[config.mk]
export PLATFORM = sky130hd
export DESIGN_NAME = ulp_top
export DESIGN_NICKNAME = d
export VERILOG_FILES = /design/src/hw/ulp_pkg.sv /design/src/hw/ulp_baud_if.sv /design/src/hw/ulp_baud_gen.sv /design/src/hw/ulp_top.sv
export SDC_FILE = /design/constraint.sdc
export NUM_CORES = 1
export LEC_CHECK = 0
export ABC_AREA = 1
export BUFFER_PORTS_ARGS = -buffer_cell sky130_fd_sc_hd__clkbuf_2
export CORE_AREA = 5 5 122 124
export DETAILED_ROUTE_END_ITERATION = 10
export DIE_AREA = 0 0 127 129
export PLACE_DENSITY_LB_ADDON = 0.25
export SLEW_MARGIN = 25
export SYNTH_ARGS = -nofsm -noshare
export SYNTH_HDL_FRONTEND = slang
export SYNTH_SLANG_ARGS = --single-unit
[constraint.sdc]
create_clock -name clk -period 2.7 [get_ports clk]
set_clock_uncertainty 0.15 [all_clocks]
set_input_delay 0 -clock clk [delete_from_list [all_inputs] [get_ports clk]]
set_output_delay 0 -clock clk [all_outputs]
set_load 0.1 [all_outputs]
[src/hw/ulp_pkg.sv]
package ulp_pkg;

  // ************************************************************
  // Bus geometry.
  // ************************************************************
  localparam int unsigned ADDR_W = 32;
  localparam int unsigned DATA_W = 32;
  localparam int unsigned BYTE_W = 8;
  localparam int unsigned DIV_W  = 16;

  // ************************************************************
  // Register byte addresses.
  // ************************************************************
  localparam logic [ADDR_W-1:0] SCRATCH_OFS  = 32'h5000111C;
  localparam logic [ADDR_W-1:0] LP_DIV_LO_OFS = 32'h50001120;
  localparam logic [ADDR_W-1:0] LP_DIV_HI_OFS = 32'h50001124;
  localparam logic [ADDR_W-1:0] LINE_CTRL_OFS = 32'h50001128;
  localparam logic [ADDR_W-1:0] STATUS_OFS    = 32'h5000112C;

  // ************************************************************
  // Field positions and reset values.
  // ************************************************************
  localparam int unsigned DIVISOR_LATCH_ACCESS_BIT_BIT       = 7;
  localparam int unsigned STAT_CLK_ON    = 0;
  localparam int unsigned STAT_PULSE_LO  = 8;
  localparam logic [BYTE_W-1:0] SCRATCH_RST   = 8'h00;
  localparam logic [BYTE_W-1:0] LP_DIV_RST    = 8'h00;
  localparam logic [BYTE_W-1:0] LINE_CTRL_RST = 8'h00;

  // ************************************************************
  // Baud clock geometry.
  // ************************************************************
  localparam int unsigned OVERSAMPLE = 16;
  localparam int unsigned BAUD_CNT_W = DIV_W + 4;

endpackage

[src/hw/ulp_baud_if.sv]
`timescale 1ns/10ps
`default_nettype none
interface ulp_baud_if;
  import ulp_pkg::*;

  logic [DIV_W-1:0] divisor;
  logic             tick;
  logic             running;

  modport gen
  (
    input  divisor,
    output tick,
    output running
  );

  modport user
  (
    output divisor,
    input  tick,
    input  running
  );
endinterface
`default_nettype wire

[src/hw/ulp_baud_gen.sv]
`timescale 1ns/10ps
`default_nettype none
module ulp_baud_gen
(
  input wire logic     clk,
  input wire logic     nrst,
  ulp_baud_if.gen      bif
);
  import ulp_pkg::*;

  logic [BAUD_CNT_W-1:0] cnt_r;
  logic [BAUD_CNT_W-1:0] cnt_nxt;
  logic [DIV_W-1:0]      div_seen_r;
  logic                  tick_r;
  logic                  tick_nxt;
  logic                  run_r;

  wire                  div_zero = (bif.divisor == '0);
  wire                  div_chg  = (bif.divisor != div_seen_r);
  wire [BAUD_CNT_W-1:0] period_m1 = {bif.divisor, 4'h0} - 20'h00001;

  // Period is sixteen times the divisor; zero stops the clock.
  assign cnt_nxt  = (div_zero || div_chg || cnt_r == '0) ? period_m1 : cnt_r - 20'h00001;
  assign tick_nxt = !div_zero && !div_chg && (cnt_r == '0);

  always_ff @(posedge clk or negedge nrst)
  begin
    if (!nrst)
    begin
      cnt_r      <= '0;
      div_seen_r <= '0;
      tick_r     <= 1'b0;
      run_r      <= 1'b0;
    end
    else
    begin
      cnt_r      <= cnt_nxt;
      div_seen_r <= bif.divisor;
      tick_r     <= tick_nxt;
      run_r      <= !div_zero;
    end
  end

  assign bif.tick    = tick_r;
  assign bif.running = run_r;
endmodule
`default_nettype wire

[src/hw/ulp_top.sv]
// Added by the designer: the Avalon-MM register port.
`timescale 1ns/10ps
`default_nettype none
// Function
// An 8-bit scratch byte stores software data and affects nothing else.
// Two byte registers form the 16-bit low-power divisor, low and high.
// Both divisor bytes are reachable only while line control bit 7 is set.
// Low-power baud clock runs at clock divided by sixteen times divisor.
// Software picks a divisor giving a 115.2K low-power baud rate.
// Receiver uses the low-power clock to detect minimum-width infrared pulses.
// A zero divisor stops the low-power clock and all pulse detection.
// Software waits eight slowest-clock cycles after a divisor write before traffic.
// Bits 15 to 8 of the three registers read zero, writes ignored.
module ulp_top
(
  input  wire logic                   clk,
  input  wire logic                   nrst,
  input  wire logic [ulp_pkg::ADDR_W-1:0] address,
  input  wire logic                   read,
  input  wire logic                   write,
  input  wire logic [ulp_pkg::DATA_W-1:0] writedata,
  input  wire logic [3:0]             byteenable,
  output var  logic [ulp_pkg::DATA_W-1:0] readdata,
  output var  logic                   waitrequest,
  input  wire logic                   sir_in,
  output var  logic                   lp_pulse,
  output var  logic                   lp_clk_on
);
  import ulp_pkg::*;

  // ************************************************************
  // Register state.
  // ************************************************************
  logic [BYTE_W-1:0] scratch_byte_r;
  logic [BYTE_W-1:0] lp_div_lo_r;
  logic [BYTE_W-1:0] lp_div_hi_r;
  logic [BYTE_W-1:0] line_ctrl_r;
  logic [BYTE_W-1:0] pulse_cnt_r;
  logic [DATA_W-1:0] rdata_r;
  logic [DATA_W-1:0] rdata_nxt;
  logic              wait_r;

  // ************************************************************
  // Input synchroniser and pulse tracking.
  // ************************************************************
  logic sir_s1_r;
  logic sir_s2_r;
  logic sir_d_r;
  logic seen_tick_r;
  logic pulse_r;

  ulp_baud_if bif ();

  ulp_baud_gen u_gen
  (
    .clk  (clk),
    .nrst (nrst),
    .bif  (bif.gen)
  );

  assign bif.divisor = {lp_div_hi_r, lp_div_lo_r};

  // ************************************************************
  // Bus decode.
  // ************************************************************
  function automatic logic hit(input logic [ADDR_W-1:0] a, input logic [ADDR_W-1:0] ofs);
    hit = (a == ofs);
  endfunction

  wire divisor_latch_access_bit      = line_ctrl_r[DIVISOR_LATCH_ACCESS_BIT_BIT];
  wire req       = read || write;
  wire accept    = req && !wait_r;
  wire wr_lane0  = accept && write && byteenable[0];
  wire sel_scr   = hit(address, SCRATCH_OFS);
  wire sel_lo    = hit(address, LP_DIV_LO_OFS) && divisor_latch_access_bit;
  wire sel_hi    = hit(address, LP_DIV_HI_OFS) && divisor_latch_access_bit;
  wire sel_lcr   = hit(address, LINE_CTRL_OFS);
  wire sel_stat  = hit(address, STATUS_OFS);
  wire [DATA_W-1:0] stat_word =
    {16'h0000, pulse_cnt_r, 7'h00, bif.running};

  // Bits 31 to 8 of every byte register read zero.
  assign rdata_nxt =
    sel_scr  ? {24'h000000, scratch_byte_r} :
    sel_lo   ? {24'h000000, lp_div_lo_r} :
    sel_hi   ? {24'h000000, lp_div_hi_r} :
    sel_lcr  ? {24'h000000, line_ctrl_r} :
    sel_stat ? stat_word : '0;

  always_ff @(posedge clk or negedge nrst)
  begin
    if (!nrst)
      wait_r <= 1'b1;
    else
      wait_r <= !(req && wait_r);
  end

  always_ff @(posedge clk or negedge nrst)
  begin
    if (!nrst)
      rdata_r <= '0;
    else if (read && wait_r)
      rdata_r <= rdata_nxt;
  end

  // Only the low byte lane is stored; upper bits are dropped.
  always_ff @(posedge clk or negedge nrst)
  begin
    if (!nrst)
    begin
      scratch_byte_r <= SCRATCH_RST;
      lp_div_lo_r    <= LP_DIV_RST;
      lp_div_hi_r    <= LP_DIV_RST;
      line_ctrl_r    <= LINE_CTRL_RST;
    end
    else if (wr_lane0)
    begin
      if (sel_scr)
        scratch_byte_r <= writedata[BYTE_W-1:0];
      if (sel_lo)
        lp_div_lo_r <= writedata[BYTE_W-1:0];
      if (sel_hi)
        lp_div_hi_r <= writedata[BYTE_W-1:0];
      if (sel_lcr)
        line_ctrl_r <= writedata[BYTE_W-1:0];
    end
  end

  // ************************************************************
  // Minimum-width pulse detection.
  // ************************************************************
  wire sir_fall  = !sir_s2_r && sir_d_r;
  wire pulse_ok  = sir_fall && seen_tick_r && bif.running;

  always_ff @(posedge clk or negedge nrst)
  begin
    if (!nrst)
    begin
      sir_s1_r <= 1'b0;
      sir_s2_r <= 1'b0;
      sir_d_r  <= 1'b0;
    end
    else
    begin
      sir_s1_r <= sir_in;
      sir_s2_r <= sir_s1_r;
      sir_d_r  <= sir_s2_r;
    end
  end

  // A pulse counts only if a low-power tick fell while it was high.
  always_ff @(posedge clk or negedge nrst)
  begin
    if (!nrst)
      seen_tick_r <= 1'b0;
    else if (!bif.running || !sir_s2_r)
      seen_tick_r <= 1'b0;
    else if (bif.tick)
      seen_tick_r <= 1'b1;
  end

  always_ff @(posedge clk or negedge nrst)
  begin
    if (!nrst)
    begin
      pulse_r     <= 1'b0;
      pulse_cnt_r <= '0;
    end
    else
    begin
      pulse_r <= pulse_ok;
      if (pulse_ok)
        pulse_cnt_r <= pulse_cnt_r + 8'h01;
    end
  end

  assign readdata    = rdata_r;
  assign waitrequest = wait_r;
  assign lp_pulse    = pulse_r;
  assign lp_clk_on   = bif.running;
endmodule
`default_nettype wire

* Word-level counts from Yosys, hierarchy flattened *
Index checks and enable logic that the tools add are counted.
W data, S select, Z words.

storage, ports and cells
  flip-flop bits (word level) = 116
  input bits = 73
  output and inout port bits = 35

operators by class
  add/subtract/negate cells = 3
  eq/ne operators = 6
  muxes and demuxes = 8
  reductions and logical operators = 29

operators with widths
  kind                     count
  $eq A32 B31 Y1 const B   5
  $mux W16                 5
  $sub A20 B1 Y20 const B  2
  $logic_not A20 Y1        1
  $mux W20                 1
  $logic_not A16 Y1        1
  $ne A16 B16 Y1           1
  $logic_and A1 B1 Y1      12
  $add A8 B1 Y8 const B    1
  $reduce_and A2 Y1        4
  $logic_not A1 Y1         6
  $logic_or A1 B1 Y1       4
  $mux W1                  2
  $reduce_bool A2 Y1       1

* Logic depth before layout (Yosys ltp) *
  word-level depth = 6
  mapped depth = 12
  gate-level depth less buffers = 11

* Cells and area by module *
A second synthesis with hierarchy kept.

second synthesis, totals
  cell total of the unflattened synthesis = 725
  area, all modules = 5745.5 sq um

modules (own cells, without submodules)
  module        instances  cells each  area an instance (sq um)  sequential area each (sq um)
  ulp_top       1          368         3199.3                    1552.7
  ulp_baud_gen  1          357         2546.2                    950.9

* Worst setup path after synthesis *
Ideal clock, no wire load.

  kind = register -> register
  from = register u_gen.run_r, in the netlist u_gen.bif.running
  to = register pulse_cnt_r[6]
  setup time = 0.079 ns
  arrival = 1.820 ns
  required time = 2.471 ns
  slack = 0.651 ns
  stages on the path, launching flop included = 6
  buffers on the path = 0
  clock period less this slack = 2.049 ns
  cells stage by stage = dfrtp_1 -> nand3_1 -> nor2_1 -> nand3_1 -> nor3_1 -> xor2_1

on the way
  cells in the longest elaborated chain, start to end = 1

ends and longest elaborated chain
  what                      line                source
  start: declaration        ulp_baud_gen.sv:16  logic run_r;
  start signal: assignment  ulp_baud_gen.sv:40  run_r <= !div_zero;
  $logic_and A1 B1 Y1       ulp_top.sv:133      wire pulse_ok = sir_fall && seen_tick_r && bif.running;
  end signal: assignment    ulp_top.sv:173      pulse_cnt_r <= pulse_cnt_r + 8'h01;
  end: declaration          ulp_top.sv:38       logic [BYTE_W-1:0] pulse_cnt_r;

No other way between the ends.
A chain may end at the register's enable or synchronous reset.

* Final worst setup path *
  from = register lp_div_lo_r[7]
  to = register u_gen.cnt_r[2]

on the way
  cells in the longest elaborated chain, start to end = 4
  elaborated cells between the ends (all ways) = 5

ends and longest elaborated chain
  what                                                 line                                    source
  start: declaration                                   ulp_top.sv:35                           logic [BYTE_W-1:0] lp_div_lo_r;
  start signal: assignment                             ulp_top.sv:121                          lp_div_lo_r <= writedata[BYTE_W-1:0];
  $ne A16 B16 Y1 or $logic_not A16 Y1 (tied branches)  ulp_baud_gen.sv:19, ulp_baud_gen.sv:18
  $logic_or A1 B1 Y1 * (2 in series)                   ulp_baud_gen.sv:23                      assign cnt_nxt = (div_zero || div_chg || cnt_r == '0) ? period_m1 : cnt_r - 20'h00001;
  $mux W20 *                                           ulp_baud_gen.sv:23
  named net u_gen.cnt_nxt[2]                           ulp_baud_gen.sv:12                      logic [BAUD_CNT_W-1:0] cnt_nxt;
  end signal: assignment                               ulp_baud_gen.sv:37                      cnt_r <= cnt_nxt;
  end: declaration                                     ulp_baud_gen.sv:11                      logic [BAUD_CNT_W-1:0] cnt_r;

The timed path passes the listed nets; every way through them passes the cells marked *.

==> run summary <==
Post-CTS Hold Buffers: 12
First-pass GRT wire length: 20200 um
Critical Path AT: 2.27 ns
RSZ-0062 raised after global routing: no
Combinational share of power: 7.9%
H-tree lvl count: 3
Worst min-delay path class: in -> async
Worst-path fanout max: 24
#FFs+latches synth: 100
Fmax: 456 MHz
Syn Std Cell Area: 5350 sq um
Largest net degree at the start of global routing: 57
DR vias/cell: 4.69
Die Y: 129 um
# diodes: 0
Area share of the largest cell type after synthesis: 46.3%
Remaining antenna violation count: 0
Clock Latency Late Sink: 0.34 ns
Cells after synthesis: 650
Area Overhead vs Synth: 14.7%
Commonest non-fill, non-tap cell in the layout: nand2_1
Most frequent cells in the layout: nand2_1 (173), dfrtp_1 (99), nor2_1 (77)
Avg Inst Size Synth: 8.23 sq um
Cell-internal power: 2.29 mW
Setup bufs post-CTS: 0
Number of remaining DRC errors: 0
Synth Flop Type: dfrtp_1
Full die area: 16400 sq um
Netlist cell types: 41
Number of I/O port buffers: 64
FP Rows: 43
Startpoint Class: flop
PnR Total Power: 3.06 mW
Sequential-to-total area share from yosys stat: 46.8%
CTS clk-pin slew, worst paths: 0.07 ns
Finish-stage setup viols: 0
Status: finished, final reports clean
Yosys top cell by area: dfrtp_1
Placer Congestion: 0.916
Nets: 798
Power Dens Cells: 499 nW/um^2
Hold Violations, Final: 0
Antenna violations before repair: 0
Nature of the critical path endpoint: flop
WL final: 11700 um
Clk sinks: 100
Req. time, crit path: 2.77 ns
Initial DRC count: 278
CTS tree: built
P_leak: 3.00 nW
Clock root buffer: clkbuf_16
First-pass DRT Iterations: 4
Final Slew Violations: 0
Ranking of synthesized cells by area: dfrtp_1 (46%), nand2_1 (12%), nor2_1 (5.4%)
Num ports: 108
MaxCap Viol Count: 0
FF-to-FF Start: lp_div_lo_r[7]$_DFFE_PN0P_
Total net switching power: 776 uW
Overall global routing resource usage: 15.3%
YS warnings: 0
Core box area: 13700 sq um
Die width: 127 um
Starting density of the core: 39.1%
Cts repair resizes: 0
DP Wirelength: 8700 um
Via count: 4243
CP Class: reg -> reg
Worst ir drop on vdd: 0.000324 V
Clock power frac: 43.0%
Post-synth ARST share: 100%
Seq pwr share: 49.1%
Share of cells above drive strength 1: 15.7%
Fin crit share: 81.3%
CTS Buf Count: 9
Grt ovf: 0
Crit path from: lp_div_lo_r[7]$_DFFE_PN0P_
Worst Max-Slew Pin Slew: 0.652 ns
Setup TNS: 0 ns
Switching Share: 25.3%
Drt wl/cell: 12.9 um
Vias in the first global route: 4358
Post-layout minimum cycle time: 2.19 ns
Count of flip-flops with a built-in enable after synthesis: 0
Rel. slew slack: 56.4%
CTS max path bufs: 2
sequential cells by signal (all words and copies together) (netlist names), 8 cells and up:
register and count:
u_gen.cnt_r 20, readdata 16, u_gen.div_seen_r 16, line_ctrl_r 8, lp_div_hi_r 8, lp_div_lo_r 8, pulse_cnt_r 8, scratch_byte_r 8
final timing paths:
kind / end / slack (ns) / cells after the start
worst min-delay path: u_gen.cnt_r[2]$_DFF_PN0_ / 0.04 / 2
worst max register to register: u_gen.cnt_r[2]$_DFF_PN0_ / 0.51 / 7
max in group asynchronous: lp_div_lo_r[3]$_DFFE_PN0P_ / 1.67 / 3
min in group clk: lp_div_lo_r[5]$_DFFE_PN0P_ / 0.05 / 4
worst min register to register: sir_s2_r$_DFF_PN0_ / 0.21 / 0
worst max-delay path: u_gen.cnt_r[2]$_DFF_PN0_ / 0.51 / 7
final cells by class:
| type | instances | area, sq um |
|---|---|---|
| Tap cell | 180 | 225 |
| Multi-Input combinational cell | 464 | 2360 |
| Timing Repair Buffer | 80 | 485 |
| Sequential cell | 100 | 2500 |
| Clock inverter | 7 | 83.8 |
| Clock buffer | 9 | 225 |
| Fill cell | 1364 | 7530 |
| Inverter | 65 | 246 |
metrics by stage:
stage	std cells	util (%)	worst slack (ns)	cell area (sq um)	hold WS (ns)
2_1_floorplan	665	-	0.651	5400	-0.446
3_3_place_gp	877	41.8	0.528	5710	-0.118
3_5_place_dp	877	41.8	0.485	5710	-0.111
4_1_cts	905	44.9	0.477	6130	0.0418
5_1_grt	905	44.9	0.270	6130	0.0732
6_report	905	44.9	0.506	6130	0.0354
power by group through the flow:
stage                     Sequential, mW  Combinational [mW]  Clock, mW
after floorplan                     1.55               0.149          0
after global placement              1.53               0.225          0
after detailed placement            1.53               0.229          0
after CTS                           1.50               0.244       1.35
after global routing                1.50               0.265       1.42
final                               1.50               0.242       1.32
worst max-delay path, cell delays in order (launching register included):
cell	delay, ns
dfrtp_1	0.54
xor2_1	0.23
nor2_1	0.12
nand2_1	0.09
nor3_4	0.21
nand4_4	0.36
inv_4	0.27
nand3b_1	0.10
routing by layer:
| metal | vias to the layer above | routed length, um | track usage (%) |
|---|---|---|---|
| met5 | - | 0 | 0 |
| met4 | 0 | 274 | 5.11 |
| met3 | 21 | 541 | 4.07 |
| met2 | 116 | 5650 | 25.9 |
| met1 | 1946 | 5240 | 19.2 |
| li1 | 2160 | - | - |
cells in the mapped netlist, types with 10 or more instances:
| cell | number |
|---|---|
| buf_6 | 10 |
| o21ai_1 | 33 |
| nand4_1 | 20 |
| inv_1 | 58 |
| nand3_1 | 39 |
| nor2_1 | 77 |
| buf_4 | 19 |
| xnor2_1 | 19 |
| dfrtp_1 | 99 |
| nand2_1 | 173 |
| xor2_1 | 27 |
| o21ai_0 | 14 |
logic make-up after synthesis:
kind of cell             Yosys count  synth area share (%)
buffers and inverters            101                  9.99
AO/OA/AOI/OAI                     57                  5.97
AND/OR/NAND/NOR                  339                  28.1
adder cells (fa/ha/maj)            5                  1.17
flip-flops                       100                  46.8
XOR/XNOR                          47                  7.84
other                              1                0.0701
Power figures use the tool's default switching activity.
